===== src/rtl/bsc_defines.svh =====
/*
 Offsets, field positions and reset values of the bridge status word.
 Assumes inclusion by bare name from rtl/ sources.
*/
`ifndef BSC_DEFINES_SVH
`define BSC_DEFINES_SVH
`define BSC_STATUS_OFFSET 8'h84
`define BSC_FUNC_LSB 0
`define BSC_FUNC_MSB 2
`define BSC_DEV_LSB 3
`define BSC_DEV_MSB 7
`define BSC_BUS_LSB 8
`define BSC_BUS_MSB 15
`define BSC_WIDE_BIT 16
`define BSC_FUNC_RESET 3'h0
`define BSC_DEV_RESET 5'h1f
`define BSC_BUS_RESET 8'hff
`define BSC_CMD_CFG_WRITE 4'hb
`define BSC_CMD_CFG_READ 4'ha
`endif


===== src/rtl/bsc_pkg.sv =====
/*
 Types shared by the bridge status capture block.
 Assumes bsc_defines.svh is on the include path.
*/
package bsc_pkg;
   typedef struct packed {
      logic [3:0] cmd;
      logic idsel;
      logic [15:0] ad_low;
      logic [7:0] reg_off;
   } bsc_addr_phase_t;

   typedef struct packed {
      logic [7:0] bus;
      logic [4:0] dev;
      logic [2:0] func;
   } bsc_completer_id_t;
endpackage


===== src/rtl/bsc_status.sv =====
/*
 Bridge status word: function, device and bus numbers, primary 64-bit
 flag, read through the configuration read port; completer ID output.
 Assumes address phase strobes are already in ref_clk domain; the
 straps and the reverse-mode pin are asynchronous and are synchronised.
*/
`timescale 1ns/1ns
`include "bsc_defines.svh"
module bsc_status
   import bsc_pkg::*;
(
   input wire logic ref_clk,
   input wire logic rst,
   input wire logic addr_valid,
   input bsc_addr_phase_t addr_phase,
   input wire logic [7:0] primary_bus_num,
   input wire logic wide_device_strap,
   input wire logic wide_request_n,
   input wire logic reverse_mode,
   input wire logic rd_en,
   input wire logic [7:0] rd_addr,
   output logic [31:0] rd_data,
   output logic rd_valid,
   output bsc_completer_id_t completer_id
);
   localparam int PIN_COUNT = 3;

   logic [2:0] func_ff;
   logic [4:0] dev_ff;
   logic wide_cap_ff;
   logic wide_seen_ff;
   logic wide_bit;
   logic rst_d_ff;
   logic [PIN_COUNT-1:0] pin_raw;
   logic [PIN_COUNT-1:0] pin_s;
   logic strap_s;
   logic req_n_s;
   logic rev_s;
   logic cfg_hit;
   logic [4:0] hit_dev;
   logic rd_hit;
   logic [31:0] status_word;
   logic [31:0] rd_data_ff;
   logic rd_valid_ff;
   bsc_completer_id_t completer_id_ff;

   // Pins gathered so one loop builds every synchroniser
   assign pin_raw[0] = wide_device_strap;
   assign pin_raw[1] = wide_request_n;
   assign pin_raw[2] = reverse_mode;

   // Synchronisers run through reset, so pins are settled at release
   generate
      for (genvar g = 0; g < PIN_COUNT; g++)
      begin : g_pin_sync
         bsc_sync2 u_sync
         (
            .ref_clk(ref_clk),
            .din(pin_raw[g]),
            .dout(pin_s[g])
         );
      end
   endgenerate

   assign strap_s = pin_s[0];
   assign req_n_s = pin_s[1];
   assign rev_s = pin_s[2];

   // Only writes aimed at our own function count
   assign cfg_hit = addr_valid
      && (addr_phase.cmd == `BSC_CMD_CFG_WRITE)
      && addr_phase.idsel
      && (addr_phase.ad_low[10:8] == func_ff);

   // Device number carried by the address phase
   assign hit_dev = addr_phase.ad_low[15:11];

   // Function number never written; fixed single-function bridge
   always_ff @(posedge ref_clk)
   begin
      if (rst)
         func_ff <= `BSC_FUNC_RESET;
   end

   // Any register targeted; offset deliberately ignored
   always_ff @(posedge ref_clk)
   begin
      if (rst)
         dev_ff <= `BSC_DEV_RESET;
      else if (cfg_hit)
         dev_ff <= hit_dev;
   end

   // Release marker: high only up to the first edge after reset
   always_ff @(posedge ref_clk)
   begin
      if (rst)
         rst_d_ff <= 1'b1;
      else
         rst_d_ff <= 1'b0;
   end

   // Mode pins latched once, from values synchronised before release
   always_ff @(posedge ref_clk)
   begin
      if (rst)
         wide_cap_ff <= 1'b0;
      else if (rst_d_ff)
         wide_cap_ff <= rev_s && !req_n_s;
   end

   // Strap support is sticky; a late strap still reports 64-bit
   always_ff @(posedge ref_clk)
   begin
      if (rst)
         wide_seen_ff <= 1'b0;
      else if (!rst_d_ff && strap_s)
         wide_seen_ff <= 1'b1;
   end

   assign wide_bit = wide_cap_ff || wide_seen_ff;

   always_comb
   begin
      status_word = 32'h0000_0000;
      status_word[`BSC_FUNC_MSB:`BSC_FUNC_LSB] = func_ff;
      status_word[`BSC_DEV_MSB:`BSC_DEV_LSB] = dev_ff;
      status_word[`BSC_BUS_MSB:`BSC_BUS_LSB] = primary_bus_num;
      status_word[`BSC_WIDE_BIT] = wide_bit;
   end

   assign rd_hit = rd_en && (rd_addr == `BSC_STATUS_OFFSET);

   // Every strobe answered one cycle later, unmapped offsets too
   always_ff @(posedge ref_clk)
   begin
      if (rst)
         rd_valid_ff <= 1'b0;
      else
         rd_valid_ff <= rd_en;
   end

   // Data holds until the next strobe; unmapped offsets read zero
   always_ff @(posedge ref_clk)
   begin
      if (rst)
         rd_data_ff <= 32'h0000_0000;
      else if (rd_hit)
         rd_data_ff <= status_word;
      else if (rd_en)
         rd_data_ff <= 32'h0000_0000;
   end

   assign rd_data = rd_data_ff;
   assign rd_valid = rd_valid_ff;

   // Registered ID; device field follows the same hit as dev_ff
   // Bus field tracks its input in reset too, one cycle behind, so it never holds a reset value
   always_ff @(posedge ref_clk)
   begin
      if (rst)
      begin
         completer_id_ff.bus <= primary_bus_num;
         completer_id_ff.dev <= `BSC_DEV_RESET;
         completer_id_ff.func <= `BSC_FUNC_RESET;
      end
      else
      begin
         completer_id_ff.bus <= primary_bus_num;
         completer_id_ff.dev <= cfg_hit ? hit_dev : dev_ff;
         completer_id_ff.func <= func_ff;
      end
   end

   // Also valid for mixed conventional/PCI-X operation
   assign completer_id = completer_id_ff;
endmodule // bsc_status


===== src/rtl/bsc_sync2.sv =====
/*
 Two-flop synchroniser for one level from a pin.
 Assumes the input is asynchronous to ref_clk.
*/
`timescale 1ns/1ns
module bsc_sync2
(
   input wire logic ref_clk,
   input wire logic din,
   output logic dout
);
   logic meta_ff;
   logic hold_ff;

   // No reset: pin level must already be settled when reset lets go
   always_ff @(posedge ref_clk)
   begin
      meta_ff <= din;
      hold_ff <= meta_ff; // First stage feeds only the second
   end

   assign dout = hold_ff;
endmodule // bsc_sync2


===== config.mk =====
export PLATFORM = sky130hd
export DESIGN_NAME = bsc_status
export DESIGN_NICKNAME = d
export VERILOG_FILES = /design/src/rtl/bsc_pkg.sv /design/src/rtl/bsc_status.sv /design/src/rtl/bsc_sync2.sv
export VERILOG_INCLUDE_DIRS = /design/src /design/src/rtl
export SDC_FILE = /design/constraint.sdc
export NUM_CORES = 1
export LEC_CHECK = 0
export BUFFER_PORTS_ARGS = -buffer_cell sky130_fd_sc_hd__buf_2
export CAP_MARGIN = 40
export CELL_PAD_IN_SITES_DETAIL_PLACEMENT = 0
export CELL_PAD_IN_SITES_GLOBAL_PLACEMENT = 1
export CORE_MARGIN = 2
export CORE_UTILIZATION = 30
export CTS_BUF_LIST = sky130_fd_sc_hd__clkbuf_16
export DETAILED_ROUTE_END_ITERATION = 6
export HOLD_SLACK_MARGIN = 0.1
export PLACE_DENSITY_LB_ADDON = 0.05
export SLEW_MARGIN = 20
export SYNTH_ARGS = -nofsm -noshare
export SYNTH_HDL_FRONTEND = slang
export SYNTH_SLANG_ARGS = --single-unit

===== constraint.sdc =====
create_clock -name ref_clk -period 3.7 [get_ports ref_clk]
set_input_delay 0.74 -clock ref_clk [delete_from_list [all_inputs] [get_ports ref_clk]]
set_output_delay 0.74 -clock ref_clk [all_outputs]
set_load 0.005 [all_outputs]

Word level (Yosys, flattened, before mapping):

Cells that the tools add are included.
W data, S select, Z words.

* bits in registers: 40
* word-level logic and storage cells: 30
* input bits: 52

* equality and inequality tests: 2
* muxes and demuxes: 4
* reductions and logical operators: 11

Operators by type and width (number)
* $mux W17: 2
* $eq A8 B8 Y1 const B: 1
* $logic_and A1 B1 Y1: 6
* $mux W5: 1
* $eq A4 B4 Y1 const B: 1
* $logic_not A3 Y1: 1
* $logic_not A1 Y1: 2
* $reduce_bool A2 Y1: 1
* $logic_or A1 B1 Y1: 1
* $mux W1: 1

Logic depth before layout (Yosys ltp):

* depth in word-level cells: 5
* depth in mapped cells: 5

Cells and area by module:

A second synthesis with hierarchy kept.

* cell total of the unflattened synthesis: 138
* area, all modules: 1380.1 um^2

Modules (own cells, without submodules)
* bsc_status: area an instance 1260.0 um^2, cells an instance 132, sequential area each 620.6 um^2, times used 1
* bsc_sync2: area an instance 40.0 um^2, cells an instance 2, sequential area each 40.0 um^2, times used 3

Worst setup path after synthesis:

Ideal clock, no wire load.

* path type: input port to flip-flop
* start: input port addr_phase[17] in the netlist's numbering
* end: register completer_id_ff, in the netlist completer_id[3]
* cell stages on the path: 4
* required time: 3.580 ns
* arrival time: 1.604 ns
* path slack: 1.976 ns
* cell sequence: nand4b_1 -> or4_4 -> buf_6 -> mux2i_1

* longest elaborated chain between the ends: 3

RTL lines
* from (decl): line bsc_status.sv:15 `input bsc_addr_phase_t addr_phase,`
* $logic_not A3 Y1: line bsc_status.sv:73 `&& (addr_phase.ad_low[10:8] == func_ff);`
* $logic_and A1 B1 Y1: line bsc_status.sv:70 `assign cfg_hit = addr_valid`
* $mux W5
* to (decl): line bsc_status.sv:45 `bsc_completer_id_t completer_id_ff;`

No other way between the ends.
A chain may end at the register's enable or synchronous reset.

Worst setup path in the final report:

* start: input port rd_addr[1]
* end: register rd_data_ff[16], in the netlist rd_data[16]

* longest elaborated chain between the ends: 3
* elaborated cells between the ends (all ways): 4
* classes of those cells: eq/ne: 1; mux: 1; reduce/logical: 2

RTL lines
* from (decl): line bsc_status.sv:21 `input wire logic [7:0] rd_addr,`
* $eq A8 B8 Y1 (no source line) (*)
* $logic_and A1 B1 Y1 (*): line bsc_status.sv:132 `` assign rd_hit = rd_en && (rd_addr == `BSC_STATUS_OFFSET); ``
* $mux W17 / $reduce_bool A2 Y1 (equally long branches)
* to (signal assigned): line bsc_status.sv:149 `rd_data_ff <= status_word;`
* to (decl): line bsc_status.sv:43 `logic [31:0] rd_data_ff;`

Every way passes the cells marked *; elsewhere a longest branch is shown, timed or not.

==> impl_metrics.prom <==
# TYPE chip_impl_metric gauge
chip_impl_metric{name="clockPowerShare",unit="%"} 45.1
chip_impl_metric{name="postCtsSetupBuffers",unit=""} 0
chip_impl_metric{name="drt_total_wl",unit="um"} 3150
chip_impl_metric{name="numCtsBuffers",unit=""} 5
chip_impl_info{name="cp-start-kind",value="input port"} 1
chip_impl_metric{name="whs_path_cells",unit=""} 0
chip_impl_metric{name="vdd_ir_drop_max",unit="mV"} 0.210
chip_impl_metric{name="p_total",unit="W"} 0.000849
chip_impl_metric{name="relSlewSlack",unit="%"} 44.3
chip_impl_metric{name="postSynthCellCount",unit=""} 139
chip_impl_metric{name="powerDensity",unit="nW/um^2"} 475
chip_impl_metric{name="reg2regPathDepth",unit=""} 3
chip_impl_metric{name="design.final.nets",unit=""} 253
chip_impl_metric{name="insertion_delay",unit="ps"} 270
chip_impl_metric{name="power.sequential.fraction",unit="%"} 48.6
chip_impl_metric{name="preCtsSetupSlack",unit="ps"} 1580
chip_impl_metric{name="number_of_antenna_violations_at_the_first_check_in_global_routing",unit=""} 0
chip_impl_metric{name="asyncSetResetFlopFracSynth",unit="%"} 0
chip_impl_metric{name="slowest_delay",unit="ps"} 750
chip_impl_metric{name="gp_congestion",unit=""} 0.720
chip_impl_info{name="grt_setup_unrepaired",value="false"} 1
chip_impl_metric{name="cts_sinks",unit=""} 37
chip_impl_metric{name="drive_above_1_share",unit="%"} 36.3
chip_impl_metric{name="endpoint_arrival_time_on_the_critical_path",unit="ps"} 1960
chip_impl_info{name="crit_path_top_delay_cell",value="sky130_fd_sc_hd__nor4b_4"} 1
chip_impl_metric{name="chipWidth",unit="um"} 72.0
chip_impl_info{name="cts_tree",value="yes"} 1
chip_impl_metric{name="yosys.cell_types.count",unit=""} 21
chip_impl_metric{name="combinationalPowerShare",unit="%"} 6.4
chip_impl_metric{name="buffer_ports.inserted",unit=""} 63
chip_impl_metric{name="clock-skew-final",unit="ps"} 1.39
chip_impl_metric{name="drc",unit=""} 0
chip_impl_metric{name="die_span_y",unit="um"} 72.0
chip_impl_metric{name="post-dp-hpwl",unit="um"} 2260
chip_impl_metric{name="leakage_power_total",unit="nW"} 0.844
chip_impl_info{name="clock_tree.root_cell",value="sky130_fd_sc_hd__clkbuf_16"} 1
chip_impl_metric{name="vias_per_cell",unit=""} 4.38
chip_impl_info{name="outcome",value="finished, final reports clean"} 1
chip_impl_metric{name="netlist_area_before_placement",unit="sq um"} 1390
chip_impl_metric{name="wl_per_cell",unit="um"} 12.5
chip_impl_metric{name="timing.final.crit_share",unit="%"} 47.5
chip_impl_metric{name="worst_path_required_time",unit="ps"} 3900
chip_impl_metric{name="core",unit="sq um"} 4410
chip_impl_metric{name="critical_path_fanouts_max",unit=""} 14
chip_impl_metric{name="area_growth_syn_to_layout",unit="%"} 28.8
chip_impl_info{name="netlist.top_cell.by_area",value="sky130_fd_sc_hd__dfxtp_1"} 1
chip_impl_info{name="synth.top_cells.by_count",value="sky130_fd_sc_hd__dfxtp_1, sky130_fd_sc_hd__buf_4, sky130_fd_sc_hd__a21oi_1, sky130_fd_sc_hd__nand2b_1, sky130_fd_sc_hd__nand4_1"} 1
chip_impl_metric{name="placementRows",unit=""} 24
chip_impl_metric{name="p_int",unit="W"} 0.000674
chip_impl_metric{name="final_max_slew_viol_count",unit=""} 0
chip_impl_metric{name="final_hold_viol_count",unit=""} 0
chip_impl_metric{name="switching_share",unit="%"} 20.6
chip_impl_metric{name="antenna_cells_inserted",unit=""} 0
chip_impl_metric{name="cts.repair.resized",unit=""} 0
chip_impl_info{name="most_common_flop_cell_mapped_by_yosys",value="sky130_fd_sc_hd__dfxtp_1"} 1
chip_impl_info{name="yosysMostFrequentCell",value="sky130_fd_sc_hd__dfxtp_1"} 1
chip_impl_info{name="crit_chain",value="buf_2 -> nor4b_4 -> nand4b_1 -> a21oi_1"} 1
chip_impl_metric{name="synth.yosys.seq_area_share",unit="%"} 53.3
chip_impl_metric{name="io-pin-count",unit=""} 101
chip_impl_metric{name="hold_ws",unit="ps"} 329
chip_impl_metric{name="drv.max_cap_violation_count",unit=""} 0
chip_impl_metric{name="postRouteAntennaNets",unit=""} 0
chip_impl_metric{name="synth.avg_cell_area",unit="sq um"} 9.99
chip_impl_metric{name="cts.hold.buffers_added",unit=""} 0
chip_impl_metric{name="routed-via-count",unit=""} 1109
chip_impl_metric{name="htree_levels",unit=""} 2
chip_impl_info{name="worst-setup-path-type",value="input port to flop"} 1
chip_impl_metric{name="grt_usage",unit="%"} 12.6
chip_impl_metric{name="finalSetupViolCount",unit=""} 0
chip_impl_metric{name="fmaxAchievable",unit="GHz"} 0.569
chip_impl_metric{name="yosysTopAreaCellShare",unit="%"} 53.3
chip_impl_info{name="setup.worst_path.end_class",value="flop"} 1
chip_impl_metric{name="dr.first_iter.drc_count",unit=""} 28
chip_impl_info{name="worstHoldPathType",value="flop to flop"} 1
chip_impl_metric{name="yosys_warnings",unit=""} 0
chip_impl_metric{name="grt_start_max_net_pins",unit=""} 29
chip_impl_metric{name="tightestPinTransition",unit="ps"} 832
chip_impl_metric{name="finalSetupTns",unit="ps"} 0
chip_impl_metric{name="cts-root-to-sink-buffers",unit=""} 2
chip_impl_metric{name="power.net_switching",unit="W"} 0.000175
chip_impl_metric{name="post-route-min-period",unit="ps"} 1760
chip_impl_metric{name="fin_util",unit="%"} 40.5
chip_impl_metric{name="overflow",unit=""} 0
chip_impl_metric{name="clk_pin_slew",unit="ps"} 50
chip_impl_metric{name="finalWorstSetupSlack",unit="ps"} 1940
chip_impl_info{name="ys_top_cells_by_area",value="sky130_fd_sc_hd__dfxtp_1, sky130_fd_sc_hd__buf_4, sky130_fd_sc_hd__nand2b_1"} 1
chip_impl_metric{name="synth-seq-cells",unit=""} 37
chip_impl_metric{name="number_of_global_route_vias_before_repair",unit=""} 1101
chip_impl_metric{name="initial_core_util",unit="%"} 31.5
chip_impl_metric{name="design.die.area",unit="sq um"} 5190
chip_impl_metric{name="detail_route.first_pass.iterations",unit=""} 4
chip_impl_metric{name="number_of_synthesized_flops_with_an_enable_pin",unit=""} 0
chip_impl_metric{name="grt_first_pass_wirelength",unit="um"} 4950
[critical path, delay by kind of cell]
family	cells	cell delay [ps]
AO/OA/AOI/OAI	1	160
buffers and inverters	1	120
AND/OR/NAND/NOR	2	940
[layout by cell type (no fill, tap or decap)]
cell type	instances
sky130_fd_sc_hd__a21oi_1	16
sky130_fd_sc_hd__and2_0	1
sky130_fd_sc_hd__buf_2	63
sky130_fd_sc_hd__buf_4	2
sky130_fd_sc_hd__clkbuf_16	5
sky130_fd_sc_hd__clkinv_1	1
sky130_fd_sc_hd__conb_1	21
sky130_fd_sc_hd__dfxtp_1	37
sky130_fd_sc_hd__inv_1	2
sky130_fd_sc_hd__mux2i_1	5
sky130_fd_sc_hd__nand2_1	1
sky130_fd_sc_hd__nand2b_1	14
sky130_fd_sc_hd__nand3b_1	2
sky130_fd_sc_hd__nand4_1	13
sky130_fd_sc_hd__nand4b_1	2
sky130_fd_sc_hd__nor2_1	12
sky130_fd_sc_hd__nor2b_1	1
sky130_fd_sc_hd__nor3_2	1
sky130_fd_sc_hd__nor4b_4	1
sky130_fd_sc_hd__or4_4	1
[metrics by stage]
step                instances  area [sq um]
finish                    253          1790
global route              253          1790
CTS                       252          1780
detailed placement        245          1650
global placement          244          1640
floorplan                 159          1460
[logic make-up (layout without fill, tap and decap cells)]
group / Yosys count / after routing / share of synthesized area (%)
buffers and inverters: 31 / 73 / 14.9
flip-flops: 37 / 37 / 53.3
AND/OR/NAND/NOR: 49 / 49 / 22.2
multiplexers: 5 / 5 / 3.60
AO/OA/AOI/OAI: 16 / 16 / 5.77
other: 1 / 21 / 0.270
[registers in the layout, summed over array words and instances, names as in the netlist]
name / count
completer_id: 13
g_pin_sync.u_sync.dout: 3
g_pin_sync.u_sync.meta_ff: 3
rd_data: 14
rd_valid: 1
rst_d_ff: 1
wide_cap_ff: 1
wide_seen_ff: 1
[final timing paths]
check	slack, ps	start	end
worst min-delay path	330	g_pin_sync[2].u_sync.meta_ff$_DFF_P_	g_pin_sync[2].u_sync.dout$_DFF_P_
worst max-delay path	1940	rd_addr[1]	rd_data[16]$_SDFFE_PP0P_
worst max register to register	2940	wide_seen_ff$_SDFFE_PP0P_	rd_data[16]$_SDFFE_PP0P_
worst min register to register	330	g_pin_sync[2].u_sync.meta_ff$_DFF_P_	g_pin_sync[2].u_sync.dout$_DFF_P_
[cell type report]
| cell class | instances | area, sq um |
|---|---|---|
| Fill cell | 486 | 2630 |
| Sequential cell | 37 | 741 |
| Clock buffer | 5 | 125 |
| Timing Repair Buffer | 65 | 330 |
| Tap cell | 52 | 65.1 |
| Inverter | 1 | 3.75 |
| Multi-Input combinational cell | 91 | 517 |
| Clock inverter | 2 | 7.51 |
[layer usage]
| metal | routed length, um | share of wire (%) | vias up | global-route usage, % |
|---|---|---|---|---|
| met2 | 1560 | 49 | 58 | 21.8 |
| li1 | - | - | 546 | - |
| met3 | 290 | 9.2 | 4 | 4.44 |
| met5 | 0 | 0 | - | 0 |
| met4 | 49 | 1.6 | 0 | 6.92 |
| met1 | 1250 | 40 | 501 | 13.4 |
[power groups by stage]
stage	clock [W]	sequential, W	combinational (W)
after global routing	0.000412	0.000413	0.0000604
after detailed placement	0	0.000421	0.0000531
after global placement	0	0.000420	0.0000520
final	0.000383	0.000412	0.0000539
after CTS	0.000396	0.000412	0.0000534
after floorplan	0	0.000421	0.0000389
(Power assumes the default switching activity.)
